===== src/logic/crte_pkg.sv =====
// Purpose: shared constants and carriers for the command interpreter slice
// Assumes: byte frames of nine bytes, one motor, one clock domain
// Notes: the rule summary below describes the behaviour of the logic files
//
// Summary of operation
// - return from interrupt restores saved context
// - restore only from stored program, not host
// - opcodes 64..71 reserved, reply status 100
// - opcode 138: immediate reply, later reached reply
// - opcode 138 accepted only from host
// - type 0 arms next move only
// - type 1 arms every following move
// - immediate reply: 64h, 8Ah, mask byte
// - reached reply: 80h, 8Ah, mask byte
// - reply order: 01h, 02h, status, command, value, sum
package crte_pkg;

  localparam logic [7:0] OPC_RETURN_IRQ = 8'd38;
  localparam logic [7:0] OPC_USER_FIRST = 8'd64;
  localparam logic [7:0] OPC_USER_LAST = 8'd71;
  localparam logic [7:0] OPC_POS_EVENT = 8'd138;
  localparam logic [7:0] STATUS_OK = 8'd100;
  localparam logic [7:0] STATUS_REACHED = 8'd128;
  localparam logic [7:0] REPLY_ADDR = 8'h01;
  localparam logic [7:0] REPLY_MODULE_ADDR = 8'h02;
  localparam logic [7:0] RX_MODULE_ADDR = 8'h01;
  localparam logic [7:0] TYPE_NEXT_ONLY = 8'h00;
  localparam logic [7:0] TYPE_EVERY = 8'h01;
  localparam logic [3:0] FRAME_LAST = 4'h8;

  // decoded command fields
  typedef struct packed {
    logic [7:0] opcode;
    logic [7:0] ctype;
    logic [7:0] motor;
    logic [31:0] value;
  } crte_cmd_s;

  // program context saved on interrupt entry
  typedef struct packed {
    logic [31:0] acc;
    logic [31:0] xreg;
    logic [7:0] flags;
    logic [15:0] pc;
  } crte_ctx_s;

  // reply fields that vary between frames
  typedef struct packed {
    logic [7:0] status;
    logic [7:0] command;
    logic [31:0] value;
  } crte_reply_s;

endpackage


===== src/logic/crte_frame_tx.sv =====
// Purpose: serialise one reply frame of nine bytes
// Assumes: byte sink with valid/ready handshake on the same clock
// Notes: start_i is honoured only while idle_o is high
`timescale 1ns/1ps
module crte_frame_tx
  import crte_pkg::*;
(
  input wire logic mclk_i,
  input wire logic rst_i,
  input wire logic start_i,
  input wire crte_reply_s reply_i,
  output logic idle_o,
  output logic [7:0] tx_data_o,
  output logic tx_valid_o,
  input wire logic tx_ready_i
);

  logic [3:0] idx_reg;
  logic [7:0] sum_reg;
  crte_reply_s rep_reg;
  logic [7:0] byte_next;

  // pick the byte for the current position
  always_comb begin
    unique case (idx_reg)
      4'h0: byte_next = REPLY_ADDR;
      4'h1: byte_next = REPLY_MODULE_ADDR;
      4'h2: byte_next = rep_reg.status;
      4'h3: byte_next = rep_reg.command;
      4'h4: byte_next = rep_reg.value[31:24];
      4'h5: byte_next = rep_reg.value[23:16];
      4'h6: byte_next = rep_reg.value[15:8];
      4'h7: byte_next = rep_reg.value[7:0];
      default: byte_next = sum_reg;
    endcase
  end

  // frame walk: load, present byte, advance on accept
  always_ff @(posedge mclk_i) begin
    if (rst_i) begin
      idx_reg <= 4'h0;
      sum_reg <= 8'h00;
      rep_reg <= '0;
      idle_o <= 1'b1;
      tx_valid_o <= 1'b0;
      tx_data_o <= 8'h00;
    end else if (idle_o) begin
      if (start_i) begin
        rep_reg <= reply_i;
        idx_reg <= 4'h0;
        sum_reg <= 8'h00;
        idle_o <= 1'b0;
      end
    end else if (!tx_valid_o) begin
      tx_data_o <= byte_next;
      tx_valid_o <= 1'b1;
    end else if (tx_ready_i) begin
      tx_valid_o <= 1'b0;
      sum_reg <= sum_reg + tx_data_o;
      if (idx_reg == FRAME_LAST) begin
        idle_o <= 1'b1;
      end
      idx_reg <= idx_reg + 4'h1;
    end
  end

endmodule


===== src/logic/crte_cmd_interp.sv =====
// Purpose: interpret return, user-function and position-event commands
// Assumes: host bytes and program commands come from same-clock logic
// Notes: a new host frame replaces an immediate reply not yet started, or drops it if its opcode has no reply
`timescale 1ns/1ps
module crte_cmd_interp
  import crte_pkg::*;
(
  input wire logic mclk_i,
  input wire logic rst_i,
  // host command bytes from the serial receiver
  input wire logic [7:0] rx_data_i,
  input wire logic rx_valid_i,
  // reply bytes to the serial transmitter
  output logic [7:0] tx_data_o,
  output logic tx_valid_o,
  input wire logic tx_ready_i,
  // commands fetched by the stored-program engine
  input wire logic prog_valid_i,
  input wire crte_cmd_s prog_cmd_i,
  // interrupt entry with the context to save
  input wire logic irq_enter_i,
  input wire crte_ctx_s ctx_i,
  output logic restore_o,
  output crte_ctx_s ctx_o,
  // user function slots
  input wire logic [31:0] user_value_i,
  output logic user_fn_o,
  output logic [2:0] user_slot_o,
  // motion engine events
  input wire logic move_to_position_i,
  input wire logic target_reached_i,
  // diagnostics
  output logic csum_err_o,
  output logic prog_reject_o,
  output logic [7:0] frame_cnt_o
);

  logic [7:0] rx_buf [0:7];
  logic [3:0] rx_cnt_reg;
  logic [7:0] rx_sum_reg;
  logic frame_reg;
  crte_cmd_s host_cmd_reg;
  crte_ctx_s saved_reg;
  logic imm_pend_reg;
  crte_reply_s imm_reply_reg;
  logic arm_reg;
  logic arm_every_reg;
  logic [7:0] mask_reg;
  logic wait_reg;
  logic evt_pend_reg;
  logic tx_start_reg;
  crte_reply_s tx_reply_reg;
  logic tx_idle;
  logic evt_taken;
  logic imm_taken;

  // true for the reserved user-function opcode range
  function automatic logic is_user_op(input logic [7:0] op);
    return (op >= OPC_USER_FIRST) && (op <= OPC_USER_LAST);
  endfunction

  // collect nine bytes; the ninth is compared with the running sum
  always_ff @(posedge mclk_i) begin
    if (rst_i) begin
      rx_cnt_reg <= 4'h0;
      rx_sum_reg <= 8'h00;
      frame_reg <= 1'b0;
      csum_err_o <= 1'b0;
      host_cmd_reg <= '0;
    end else begin
      frame_reg <= 1'b0;
      csum_err_o <= 1'b0;
      if (rx_valid_i) begin
        if (rx_cnt_reg == FRAME_LAST) begin
          rx_cnt_reg <= 4'h0;
          rx_sum_reg <= 8'h00;
          if (rx_data_i != rx_sum_reg) begin
            csum_err_o <= 1'b1;
          end else if (rx_buf[0] == RX_MODULE_ADDR) begin
            frame_reg <= 1'b1;
            host_cmd_reg <= '{opcode: rx_buf[1], ctype: rx_buf[2],
                              motor: rx_buf[3],
                              value: {rx_buf[4], rx_buf[5],
                                      rx_buf[6], rx_buf[7]}};
          end
        end else begin
          rx_cnt_reg <= rx_cnt_reg + 4'h1;
          rx_sum_reg <= rx_sum_reg + rx_data_i;
        end
      end
    end
  end

  // byte store for the eight leading frame bytes
  always_ff @(posedge mclk_i) begin
    if (rx_valid_i && (rx_cnt_reg != FRAME_LAST)) begin
      rx_buf[rx_cnt_reg[2:0]] <= rx_data_i;
    end
  end

  // count accepted frames for diagnostics
  always_ff @(posedge mclk_i) begin
    if (rst_i) begin
      frame_cnt_o <= 8'h00;
    end else if (frame_reg) begin
      frame_cnt_o <= frame_cnt_o + 8'h01;
    end
  end

  // context save on interrupt entry, restore on program return
  always_ff @(posedge mclk_i) begin
    if (rst_i) begin
      saved_reg <= '0;
      restore_o <= 1'b0;
      ctx_o <= '0;
    end else begin
      restore_o <= 1'b0;
      if (irq_enter_i) begin
        saved_reg <= ctx_i;
      end
      // handlers are expected to end here, never fall into
      if (prog_valid_i && prog_cmd_i.opcode == OPC_RETURN_IRQ) begin
        restore_o <= 1'b1;
        ctx_o <= saved_reg;
      end
    end
  end

  // user-function slots from either source; position request from program
  always_ff @(posedge mclk_i) begin
    if (rst_i) begin
      user_fn_o <= 1'b0;
      user_slot_o <= 3'h0;
      prog_reject_o <= 1'b0;
    end else begin
      user_fn_o <= 1'b0;
      prog_reject_o <= 1'b0;
      if (prog_valid_i && is_user_op(prog_cmd_i.opcode)) begin
        user_fn_o <= 1'b1;
        user_slot_o <= prog_cmd_i.opcode[2:0];
      end else if (frame_reg && is_user_op(host_cmd_reg.opcode)) begin
        user_fn_o <= 1'b1;
        user_slot_o <= host_cmd_reg.opcode[2:0];
      end
      if (prog_valid_i && prog_cmd_i.opcode == OPC_POS_EVENT) begin
        prog_reject_o <= 1'b1;
      end
    end
  end

  // immediate direct-mode replies
  always_ff @(posedge mclk_i) begin
    if (rst_i) begin
      imm_pend_reg <= 1'b0;
      imm_reply_reg <= '0;
    end else if (frame_reg) begin
      imm_pend_reg <= 1'b0;
      if (host_cmd_reg.opcode == OPC_POS_EVENT) begin
        imm_pend_reg <= 1'b1;
        imm_reply_reg <= '{status: STATUS_OK, command: OPC_POS_EVENT,
                           value: {24'h00_0000,
                                   host_cmd_reg.value[7:0]}};
      end else if (is_user_op(host_cmd_reg.opcode)) begin
        imm_pend_reg <= 1'b1;
        imm_reply_reg <= '{status: STATUS_OK,
                           command: host_cmd_reg.opcode,
                           value: user_value_i};
      end else if (host_cmd_reg.opcode == OPC_RETURN_IRQ) begin
        // host form only acknowledges; no context is touched
        imm_pend_reg <= 1'b1;
        imm_reply_reg <= '{status: STATUS_OK,
                           command: OPC_RETURN_IRQ,
                           value: 32'h0000_0000};
      end
    end else if (imm_taken) begin
      imm_pend_reg <= 1'b0;
    end
  end

  // arming of the position-reached notification
  always_ff @(posedge mclk_i) begin
    if (rst_i) begin
      arm_reg <= 1'b0;
      arm_every_reg <= 1'b0;
      mask_reg <= 8'h00;
    end else if (frame_reg && host_cmd_reg.opcode == OPC_POS_EVENT) begin
      // the mask is taken as sent; a single-axis host sends 1
      mask_reg <= host_cmd_reg.value[7:0];
      arm_reg <= 1'b1;
      arm_every_reg <= (host_cmd_reg.ctype == TYPE_EVERY);
    end else if (move_to_position_i && !arm_every_reg) begin
      arm_reg <= 1'b0;
    end
  end

  // watch the armed move, then queue the notification
  always_ff @(posedge mclk_i) begin
    if (rst_i) begin
      wait_reg <= 1'b0;
      evt_pend_reg <= 1'b0;
    end else begin
      if (move_to_position_i && arm_reg) begin
        wait_reg <= 1'b1;
      end else if (target_reached_i && wait_reg) begin
        wait_reg <= 1'b0;
      end
      // a new arrival wins over the clear by the sender
      if (target_reached_i && wait_reg) begin
        evt_pend_reg <= 1'b1;
      end else if (evt_taken) begin
        evt_pend_reg <= 1'b0;
      end
    end
  end

  assign imm_taken = tx_idle && !tx_start_reg && imm_pend_reg;
  assign evt_taken = tx_idle && !tx_start_reg && !imm_pend_reg &&
                     evt_pend_reg;

  // reply arbitration: immediate first, notification after
  always_ff @(posedge mclk_i) begin
    if (rst_i) begin
      tx_start_reg <= 1'b0;
      tx_reply_reg <= '0;
    end else begin
      tx_start_reg <= 1'b0;
      if (imm_taken) begin
        tx_start_reg <= 1'b1;
        tx_reply_reg <= imm_reply_reg;
      end else if (evt_taken) begin
        tx_start_reg <= 1'b1;
        tx_reply_reg <= '{status: STATUS_REACHED,
                          command: OPC_POS_EVENT,
                          value: {24'h00_0000, mask_reg}};
      end
    end
  end

  // reply serializer
  crte_frame_tx u_tx (
    .mclk_i(mclk_i),
    .rst_i(rst_i),
    .start_i(tx_start_reg),
    .reply_i(tx_reply_reg),
    .idle_o(tx_idle),
    .tx_data_o(tx_data_o),
    .tx_valid_o(tx_valid_o),
    .tx_ready_i(tx_ready_i)
  );

endmodule


===== config.mk =====
export PLATFORM = sky130hd
export DESIGN_NAME = crte_cmd_interp
export DESIGN_NICKNAME = d
export VERILOG_FILES = /design/src/logic/crte_pkg.sv /design/src/logic/crte_frame_tx.sv /design/src/logic/crte_cmd_interp.sv
export SDC_FILE = /design/constraint.sdc
export NUM_CORES = 1
export LEC_CHECK = 0
export BUFFER_PORTS_ARGS = -buffer_cell sky130_fd_sc_hd__buf_2
export CAP_MARGIN = 20
export CORE_MARGIN = 2
export CORE_UTILIZATION = 55
export DETAILED_ROUTE_END_ITERATION = 16
export GPL_TIMING_DRIVEN = 0
export HOLD_SLACK_MARGIN = 0.02
export PLACE_DENSITY = 0.85
export RECOVER_POWER = 100
export SKIP_LAST_GASP = 1
export SLEW_MARGIN = 20
export SYNTH_ARGS = -nofsm -noshare
export SYNTH_HDL_FRONTEND = slang
export SYNTH_HIERARCHICAL = 1
export SYNTH_SLANG_ARGS = --single-unit

===== constraint.sdc =====
create_clock -name mclk_i -period 3.3 [get_ports mclk_i]
set_input_delay 0.825 -clock mclk_i [delete_from_list [all_inputs] [get_ports mclk_i]]
set_output_delay 0.825 -clock mclk_i [all_outputs]
set_load 0.02 [all_outputs]

; Word level (Yosys, flattened, before mapping)
; Memory sizes are Yosys's and may differ from the RTL's. A register that Yosys moved wholly into a read port is not among the register bits.
; Cells that the tools add are included.
; Widths: inputs -> output; s select.
[op_classes]
muxes = 46
bitwise = 5
n_lt_le_gt_ge = 4
n_eq_ne = 18
addsub = 5
n_reduce_logical = 35
[ops]
columns = cell, n
row1 = $mux 48, 5
row2 = $pmux 8 s8, 1
row3 = $mux 8, 5
row4 = $mux 1, 28
row5 = $mux 4, 5
row6 = $add 8x8->8, 2
row7 = $eq 4x3->1 const B, 4
row8 = $eq 8x1->1 const B, 2
row9 = $eq 8x6->1 const B, 2
row10 = $eq 8x8->1 const B, 2
row11 = $ge 8x7->1 const B, 2
row12 = $le 8x7->1 const B, 2
row13 = $reduce_bool 2->1, 8
row14 = $logic_and 1x1->1, 15
row15 = $add 4x1->4 const B, 2
row16 = $add 8x1->8 const B, 1
row17 = $eq 4x2->1 const B, 2
row18 = $eq 4x4->1 const B, 2
row19 = $ne 8x8->1, 1
row20 = $mux 3, 2
row21 = $reduce_and 2->1, 3
row22 = $not 1->1, 5
row23 = $eq 4x1->1 const B, 1
row24 = $logic_not 4->1, 1
row25 = 8 further kinds, 10
[word_totals]
ramBits = 64
elab_cells = 152
register_bits = 384
n_memories = 1
output_inout_bits = 112
in_bits = 192
[mem_list]
columns = name, words, word_bits, read_ports, rd_clocked_by_memory_dff, write_ports, line
row1 = rx_buf, 8, 8, 4, 3, 1, crte_cmd_interp.sv:38  ; logic [7:0] rx_buf [0:7];

; Depth between registers and ports, before layout
; Gate-level depths: netlist (run 1).
[logic_depth]
ltp_word = 6
ltp_mapped = 9
depth_no_buf = 8

; By module
; Netlist (run 1), hierarchy kept.
[modules_own_cells]
columns = module, n_inst, cells_each, area_each_um2, seq_area_each_um2
row1 = crte_cmd_interp, 1, 1347, 12851.1, 7467.2
row2 = crte_frame_tx, 1, 391, 3165.5, 1401.3

; Worst setup path before layout (run 1)
; Ideal clock, no wire load.
[synth_timing]
kind = input port to flip-flop
startpoint = input port rx_data_i[3]
endpoint = register, netlist name host_cmd_reg[0]
required_time_ns = 3.172
arrival_ns = 2.569
setup_slack_ns = 0.604
n_path_buf = 2
stages = 8
cell_sequence = ha_1 or4_4 nor3_2 and4_1 buf_6 buf_12 mux2i_1 nor2_1
[synth_via]
elab_chain_len = 3
[synth_lines]
columns = item, line
row1 = from (decl), crte_cmd_interp.sv:11  ; input wire logic [7:0] rx_data_i,
row2 = $ne 8x8->1, crte_cmd_interp.sv:77  ; if (rx_data_i != rx_sum_reg) begin
row3 = $not 1->1 (no line), --
row4 = $reduce_and 4->1 (no line), --
; No other way between the ends.
; A chain may end at the register's enable or synchronous reset.

; Worst setup path in the final report (run 1)
[layout_timing]
startpoint = register rx_cnt_reg[0]
endpoint = memory rx_buf[2][6], enable pin
[layout_via]
elab_chain_len = 4
[layout_lines]
columns = item, line
row1 = from (decl), crte_cmd_interp.sv:39  ; logic [3:0] rx_cnt_reg;
row2 = from (signal assigned), crte_cmd_interp.sv:87  ; rx_cnt_reg <= rx_cnt_reg + 4'h1;
row3 = $ne 4x4->1, crte_cmd_interp.sv:96  ; if (rx_valid_i && (rx_cnt_reg != FRAME_LAST)) begin
row4 = $logic_and 1x1->1, crte_cmd_interp.sv:96
row5 = $mux 1, crte_cmd_interp.sv:96
row6 = $mux 1 (implied by the code), crte_cmd_interp.sv:97  ; rx_buf[rx_cnt_reg[2:0]] <= rx_data_i;
row7 = to (decl), crte_cmd_interp.sv:38
; Parallel ways exist; a longest one is shown, timed or not.

==> run_results.csv, run 1 <==
group,metric,value,unit
logic_synthesis,ys_seq_elements,427,
clocking,clkTransAtPathRegs,0.06,ns
logic_synthesis,syn_avg_cell_area,9.22,um2
timing,finalSetupViolCount,0,
drt,num_vias,13900,
timing,tightest_slew,1.61,ns
global_route,grt_pass1_vias,13800,
min_path,holdPathEnd,"ctx_o[57]",
logic_synthesis,synthArstFlopShare,0,%
global_route,grtUsageMet3,6.42,%
global_route,grtUsageMet1,33.6,%
timing,maxSlewViolCount,9,
pwr,p_leak,7.06,nW
floorplan,die_h,175,um
global_route,use_met2,50.7,%
finish,filler_cell_count,2310,
placement,port_buffers,253,
drt,dr.pass1.iters,8,
timing,fin_crit_sh,87.8,%
finish,areaGrowthSynthToFinish,18.4,%
drt,wire_per_inst,18.5,um
global_route,grt_max_degree,15,
critical_path,crit_type,"register to register",
floorplan,initial_core_util,55.8,%
critical_path,startpoint,"rx_cnt_reg[0]",
logic_synthesis,ys_types,63,
pwr,power.density,555,nW/um2
critical_path,start_kind,"register",
placement,post-place-ws,0.179,ns
min_path,worstHoldPathType,"register to register",
floorplan,rows,62,
logic_synthesis,yosys-top-cells-area,"dfxtp_1 (49%), nand2_1 (8.2%), mux2i_1 (7.9%)",
logic_synthesis,synth_edf_count,32,
run,max-cap-violations,1,
critical_path,r2r_setup_slack,0.40,ns
logic_synthesis,synth.largest_area_cell,"dfxtp_1",
global_route,grt_pass1_wl,71600,um
clocking,cts-resized-gates,0,
critical_path,cp.required,3.42,ns
critical_path,cp_cell_sequence,"inv_1 > ha_1 > nand2_1 > o21ai_0 > clkbuf_1 > nor4_1",
min_path,min_path_cells,2,
drt,ant_nets,0,
critical_path,critPathMaxStageDelay,1.27,ns
floorplan,die-area,30500,um2
critical_path,reg2reg_to,"rx_buf[2][6]",
logic_synthesis,postSynthCellCount,1738,
clocking,clock_path_buffers,3,
timing,finalSetupTns,0,ns
placement,dpl.hpwl,33400,um
drt,routed_wl,45500,um
clocking,tritoncts,"yes",
timing,grt_setup_unrepaired,"no",
critical_path,cp_max_fo,10,
clocking,h-tree-depth,2,
clocking,cts-root-buf,"clkbuf_16",
floorplan,core,28700,um2
placement,place_congestion,0.897,
floorplan,die_w,175,um
finish,fin_area,19000,um2
timing,slew_headroom,-8.50,%
critical_path,ff2ff_path_depth,6,
global_route,overflow,0,
pwr,power,10.5,mW
min_path,hp-start,"saved_reg[57]",
global_route,top_usage_layer,"met2",
logic_synthesis,synthFlopType,"dfxtp_1",
clocking,clock_latency,0.53,ns
logic_synthesis,synth.cell_area,16000,um2
logic_synthesis,synth_top_area_share,49.4,%
critical_path,end_kind,"register",
clocking,cts_inserted_buffers,42,
finish,drive_above_1_share,10.6,%
logic_synthesis,yosysSeqAreaShare,55.4,%
clocking,cts_setup_buffers,0,
timing,finalCriticalPeriod,2.90,ns
timing,hold_viol_final,0,
outcome,status,"finished with violations",
critical_path,rr_startpoint,"rx_cnt_reg[0]",
clocking,cts.sinks,427,
global_route,grtUsageTotal,29.2,%
global_route,antenna_found_initial,7,
critical_path,worst_path_max_delay_cell,"nor4_1",
logic_synthesis,yosys_warnings,6,
timing,skew,0.00844,ns
critical_path,crit_arrival,3.02,ns
clocking,cts-hold-fix-buffers,0,
timing,max_freq,345,MHz
drt,drc,0,
drt,dr.first_iter.drc_count,1250,
drt,vias_per_cell,5.63,
placement,placed_area,17800,um2
finish,nets,2254,
pwr,peakVddDrop,0.474,mV
outcome,violations,"capacitance limit, slew limit",
timing,fin_ws,0.402,ns
floorplan,ios,304,
per-layer routing:
| metal | vias to the layer above | routed length, um |
|---|---|---|
| met2 | 610 | 22200 |
| li1 | 6553 | - |
| met1 | 6538 | 17400 |
| met5 | - | 11 |
| met3 | 159 | 3450 |
| met4 | 2 | 2460 |
cell usage in the layout, fill, tap and decap left out, drive strengths merged, types with 10 or more instances in the layout:
cell,instances
dfxtp,395
nand2,350
clkbuf,287
nor2,220
a21oi,173
buf,153
mux2i,126
a22oi,45
o21ai,43
nand3,38
edfxtp,32
ha,21
a211oi,21
nor3,16
a311oi,15
inv,11
clkinv,11
xor2,10
per-stage QoR:
| step | instances | utilization, % | hold WS (ns) |
|---|---|---|---|
| global route | 2458 | 66.0 | 0.464 |
| floorplan | 1741 | - | 0.428 |
| detailed placement | 2379 | 62.0 | 0.443 |
| global placement | 2378 | 61.9 | 0.436 |
| finish | 2460 | 66.1 | 0.450 |
| CTS | 2453 | 66.7 | 0.452 |
report_power, final:
group	leakage, nW	total [mW]	internal, mW	switching [mW]
clock	0.667	4.69	2.75	1.93
combinational	2.90	0.477	0.187	0.290
sequential	3.49	5.36	5.31	0.0508
total	7.06	10.5	8.25	2.27
cells by family (layout without fill, tap and decap cells):
logic type               count (synthesis)  after routing  synth area share (%)
AO/OA/AOI/OAI                          335            335                  12.7
flip-flops                             427            427                  55.4
buffers and inverters                  137            465                  3.84
other                                    1             11                0.0234
XOR/XNOR                                18             18                 0.984
adder cells (fa/ha/maj)                 23             23                  1.89
AND/OR/NAND/NOR                        670            670                  17.2
multiplexers                           127            127                  7.94
cells in the mapped netlist (20+ instances only):
library cell,number
a211oi_1,20
a22oi_1,45
nand3_1,38
o21ai_0,38
ha_1,21
clkbuf_1,85
buf_2,25
edfxtp_1,32
mux2i_1,126
a21oi_1,173
dfxtp_1,395
nor2_1,220
nand2_1,350
worst max-delay path by stage:
| stage | endpoint | cells past startpoint |
|---|---|---|
| after floorplan | host_cmd_reg[0] | 8 |
| after global placement | host_cmd_reg[43] | 9 |
| after detailed placement | host_cmd_reg[50] | 9 |
| after CTS | host_cmd_reg[44] | 9 |
| after global routing | rx_buf[2][6] | 6 |
| final | rx_buf[2][6] | 6 |
final cells by class:
class	count	area (um2)	area share, %
Sequential cell	427	8870	46.8
Multi-Input combinational cell	1177	6540	34.5
Clock buffer	61	1240	6.52
Timing Repair Buffer	254	1120	5.90
Buffer	125	541	2.85
Tap cell	384	480	2.53
Clock inverter	13	116	0.614
Inverter	12	45.0	0.238
Antenna cell	7	17.5	0.0924
worst max-delay path: cells and delay by family, from the launching register on:
family / cells / cell delay, ns
AOI/OAI and AO/OA: 1 / 0.11
buffers and inverters: 2 / 0.36
and+or+nand+nor: 2 / 1.37
adders and majority gates: 1 / 0.19
DFF: 1 / 0.45
Power figures use the tool's default switching activity.
==> run 2: changes to the inputs <==
ABC_AREA = 1   (was default)
==> run_results.csv, run 2 <==
group,metric,value,unit
outcome,status,"completed",
finish,layout_commonest_cell,"nor2_1",
clocking,cts_inserted_buffers,43,
critical_path,crit_buf_inv,2,
floorplan,initial_core_util,55.9,%
critical_path,crit_arrival,2.85,ns
finish,drive_above_1_share,9.53,%
logic_synthesis,synthArstFlopShare,0,%
logic_synthesis,synth.cell_area,16600,um2
drt,ant_nets,0,
logic_synthesis,yosys_warnings,6,
critical_path,path_delay_family,"simple AND/OR/NAND/NOR gates",
critical_path,crit_type,"register to register",
timing,finalSetupTns,0,ns
global_route,overflow,0,
timing,fin_crit_sh,81.8,%
pwr,power.density,542,nW/um2
global_route,grt_pass1_wl,72400,um
critical_path,worst_path_max_delay_cell,"nor3_1",
clocking,cts_setup_buffers,0,
logic_synthesis,synth.most_common_cell,"nor2_1",
min_path,min_path_cells,2,
timing,skew,0.0154,ns
logic_synthesis,synthFlopType,"dfxtp_1",
pwr,p_leak,7.98,nW
logic_synthesis,ys_seq_elements,427,
timing,hold_viol_final,0,
placement,port_buffers,253,
pwr,peakVddDrop,0.580,mV
finish,final_util,65.8,%
timing,max_freq,370,MHz
logic_synthesis,postSynthCellCount,2173,
critical_path,cp.required,3.45,ns
logic_synthesis,synth_top_area_share,47.7,%
finish,layout_common_cells,"nor2_1 (616), dfxtp_1 (395), o21ai_0 (316)",
pwr,power,10.6,mW
logic_synthesis,synth.top_cells.by_count,"nor2_1 (613), dfxtp_1 (395), o21ai_0 (305), nand2_1 (298), inv_1 (120)",
logic_synthesis,synth.largest_area_cell,"dfxtp_1",
global_route,grt_max_degree,14,
clocking,clock_path_buffers,3,
logic_synthesis,yosysSeqAreaShare,53.5,%
critical_path,start_kind,"register",
clocking,cts.sinks,427,
clocking,cts-hold-fix-buffers,0,
clocking,cts-resized-gates,0,
clocking,clock_latency,0.54,ns
logic_synthesis,syn_avg_cell_area,7.63,um2
clocking,clkTransAtPathRegs,0.06,ns
drt,dr.pass1.iters,6,
critical_path,end_kind,"register",
logic_synthesis,ys_types,40,
critical_path,cp_cell_sequence,"inv_1 > ha_1 > nand3_1 > nand2_1 > inv_1 > nand2_1 > nor3_1",
timing,maxSlewViolCount,0,
placement,post-place-ws,0.440,ns
floorplan,die-area,31500,um2
finish,fin_area,19500,um2
clocking,cts-root-buf,"clkbuf_16",
critical_path,ff2ff_path_depth,7,
timing,tightest_slew,1.27,ns
drt,dr.first_iter.drc_count,1228,
drt,vias_per_cell,5.34,
finish,nets,2689,
floorplan,die_w,178,um
logic_synthesis,yosys-top-cells-area,"dfxtp_1 (48%), nor2_1 (14%), o21ai_0 (9.2%)",
logic_synthesis,synth_edf_count,32,
floorplan,core,29600,um2
drt,routed_wl,45800,um
floorplan,rows,63,
timing,fin_ws,0.599,ns
drt,num_vias,15500,
critical_path,cp_max_fo,8,
timing,finalSetupViolCount,0,
floorplan,die_h,178,um
global_route,grtUsageTotal,28.5,%
clocking,h-tree-depth,2,
placement,placed_area,18300,um2
clocking,tritoncts,"yes",
global_route,grt_pass1_vias,15000,
drt,wire_per_inst,15.8,um
placement,dpl.hpwl,33800,um
run,max-cap-violations,0,
critical_path,crit_cells,7,
placement,place_congestion,0.915,
global_route,antenna_found_initial,5,
min_path,worstHoldPathType,"register to register",
timing,slew_headroom,14.6,%
finish,areaGrowthSynthToFinish,17.7,%
drt,drc,0,
timing,finalCriticalPeriod,2.70,ns
critical_path,critPathMaxStageDelay,0.94,ns
floorplan,ios,304,
timing,grt_setup_unrepaired,"no",
-- run 2: cell types whose count changed in the layout (fill, tap and decap cells not counted), moves of 7 or more --
cell,before,now
a311oi_1,15,0
nand2_1,350,300
inv_1,10,123
a22oi_1,45,0
a211oi_1,20,1
nor3_1,16,37
nor2_1,220,616
mux2i_1,126,0
a21oi_1,173,113
a31oi_1,1,9
inv_2,0,7
o21ai_0,41,316
-- run 2: worst min-delay path, delay by kind of cell (launching register included) --
| kind | cells | cell delay, ns |
|---|---|---|
| flops | 1 | 0.31 |
| simple gates | 2 | 0.09 |
-- run 2: power breakdown --
group          switching, mW  internal, mW
logic                  0.343         0.185
clock network           1.96          2.71
registers             0.0465          5.32
total                   2.35          8.22
-- run 2: layout make-up --
class | count | area (um2)
Fill cell | 2537 | 10100
Sequential cell | 427 | 8870
Multi-Input combinational cell | 1498 | 6660
Clock buffer | 69 | 1260
Timing Repair Buffer | 253 | 1120
Buffer | 118 | 500
Inverter | 133 | 499
Tap cell | 390 | 488
Clock inverter | 10 | 92.6
Antenna cell | 3 | 7.51
-- run 2: cells by family (layout without fill, tap and decap cells) --
| kind of cell | Yosys count | count (layout) | synth area share [%] |
|---|---|---|---|
| AO/OA/AOI/OAI | 442 | 442 | 13.5 |
| XOR/XNOR | 6 | 6 | 0.317 |
| adder cells (fa/ha/maj) | 23 | 23 | 1.83 |
| buffers and inverters | 251 | 583 | 6.21 |
| flip-flops | 427 | 427 | 53.5 |
| other | 1 | 7 | 0.0226 |
| AND/OR/NAND/NOR | 1023 | 1023 | 24.6 |
-- run 2: through the flow --
step                hold WS (ns)  instances
floorplan                  0.417       2176
global placement           0.428       2819
detailed placement         0.435       2819
CTS                        0.444       2898
global route               0.469       2901
finish                     0.447       2901
-- run 2: routing by layer --
layer / up-vias / routed length, um / global-route usage [%]
met5: - / 29 / 0
met4: 4 / 2870 / 17.5
met3: 172 / 3170 / 6.11
met1: 7163 / 17500 / 32.0
met2: 581 / 22200 / 49.1
li1: 7574 / - / -
-- run 2: worst paths after layout --
path | slack (ns) | start | endpoint
worst min register to register | 0.45 | imm_reply_reg[36] | imm_reply_reg[36]
worst min-delay path | 0.45 | imm_reply_reg[36] | imm_reply_reg[36]
worst max register to register | 0.60 | rx_cnt_reg[0] | rx_buf[2][3]
worst max-delay path | 0.60 | rx_cnt_reg[0] | rx_buf[2][3]
==> run 3: changes to the inputs <==
CORE_UTILIZATION = 50   (was 55)
PLACE_DENSITY = 0.82   (was 0.85)
clock period = 2.4 ns   (was 3.3 ns; I/O delays follow)
==> run_results.csv, run 3 (synthesis results as in run 2) <==
group,metric,value,unit
global_route,grtUsageTotal,26.2,%
finish,filler_cell_count,2889,
critical_path,cp_max_fo,10,
global_route,grt_pass1_wl,72700,um
critical_path,cp.required,2.87,ns
finish,drive_above_1_share,10.2,%
drt,drc,0,
timing,maxSlewViolCount,0,
finish,nets,2690,
clocking,cts.sinks,427,
clocking,cts_setup_buffers,0,
critical_path,critPathMaxStageDelay,0.54,ns
floorplan,die_h,186,um
timing,slew_headroom,16.4,%
pwr,power.density,760,nW/um2
drt,ant_nets,0,
timing,tightest_slew,1.25,ns
critical_path,crit_arrival,2.66,ns
critical_path,crit_top_cell,"clkbuf_1",
timing,max_freq,458,MHz
clocking,tritoncts,"yes",
global_route,overflow,0,
outcome,status,"completed",
placement,dpl.hpwl,34000,um
drt,vias_per_cell,5.23,
timing,skew,0.0159,ns
floorplan,die-area,34600,um2
finish,layout_commonest_cell,"nor2_1",
floorplan,ios,304,
clocking,cts-root-buf,"clkbuf_16",
clocking,clkTransAtPathRegs,0.06,ns
floorplan,die_w,186,um
timing,worst_hold_slack,0.278,ns
finish,final_util,60.4,%
global_route,grt_max_degree,15,
placement,place_congestion,0.895,
critical_path,start_kind,"input port",
critical_path,crit_type,"input port to register",
clocking,clock_path_buffers,3,
pwr,peakVddDrop,0.652,mV
placement,post-place-ws,-0.190,ns
drt,routed_wl,46100,um
floorplan,rows,66,
timing,fin_crit_sh,91.0,%
critical_path,cp_cell_sequence,"clkbuf_1 > inv_1 > clkbuf_1 > clkbuf_1 > o21ai_0 > nor2_1",
global_route,antenna_found_initial,2,
critical_path,worst_path_max_delay_cell,"clkbuf_1",
run,max-cap-violations,0,
drt,dr.first_iter.drc_count,1140,
timing,finalCriticalPeriod,2.18,ns
global_route,grt_pass1_vias,14800,
clocking,h-tree-depth,2,
finish,layout_common_cells,"nor2_1 (614), dfxtp_1 (395), o21ai_0 (316)",
floorplan,initial_core_util,50.8,%
min_path,worstHoldPathType,"input port to register",
timing,grt_setup_unrepaired,"no",
drt,dr.pass1.iters,6,
placement,port_buffers,253,
timing,finalSetupViolCount,0,
timing,hold_viol_final,0,
drt,wire_per_inst,15.6,um
finish,areaGrowthSynthToFinish,18.9,%
drt,num_vias,15400,
clocking,clock_latency,0.54,ns
finish,multi_input_area,6690,um2
timing,fin_ws,0.217,ns
critical_path,end_kind,"register",
timing,finalSetupTns,0,ns
floorplan,core,32600,um2
finish,ff_latch_area,8870,um2
clocking,cts-hold-fix-buffers,0,
clocking,cts_inserted_buffers,44,
pwr,p_leak,8.07,nW
run 3: changes by cell type in the layout (fill, tap and decap cells not counted), sizes merged:
| cell | change |
|---|---|
| clkinv | +9 |
| clkinvlp | -1 |
| bufinv | +2 |
| inv | +4 |
| clkbuf | -16 |
| buf | +5 |
| diode | -1 |
run 3: power breakdown:
group / switching, mW / total (mW) / internal, mW
sequential: 0.0617 / 7.38 / 7.32
clock: 2.84 / 6.86 / 4.03
combinational: 0.478 / 0.734 / 0.255
run 3: metrics by stage:
step / cells / total power, mW / cell area [um2]
6_report: 2955 / 15.0 / 19700
5_1_grt: 2955 / 15.4 / 19700
4_1_cts: 2953 / 15.0 / 19900
3_5_place_dp: 2871 / 8.25 / 18400
3_3_place_gp: 2871 / 8.22 / 18400
2_1_floorplan: 2176 / 7.94 / 16600
run 3: layer usage:
layer,GRT usage [%],share of wire (%),vias up
met5,0,0,-
met4,13.5,5.0,0
met3,6.28,7.5,145
met2,46.4,49,589
met1,29.1,38,7133
li1,-,-,7579
run 3: cell type report:
cell class | instances | area share (%)
antenna | 2 | 0.0254
buffer | 118 | 2.58
clock buffer | 58 | 6.37
clock inverter | 24 | 1.07
inverter | 133 | 2.53
multi-input combinational | 1498 | 33.9
sequential | 427 | 45.0
tap | 442 | 2.81
timing repair buffer | 253 | 5.66
run 3: worst max-delay path, delay by kind of cell:
kind | cells | cell delay (ns)
AO/OA/AOI/OAI | 1 | 0.30
buffers and inverters | 4 | 1.58
AND/OR/NAND/NOR | 1 | 0.16
run 3: repair_timing:
action	CTS	global route
endpoints found under the setup margin	8	16
cloned	0	0
resized for setup	1	2
run 3: path summary, 6_finish.rpt:
path	slack (ns)	depth (start not counted)	to	start
max	0.22	6	ctx_o[69]	rst_i
min	0.28	3	saved_reg[78]	ctx_i[78]
max reg2reg	0.25	7	rx_buf[2][4]	rx_cnt_reg[0]
min reg2reg	0.45	2	imm_reply_reg[36]	imm_reply_reg[36]
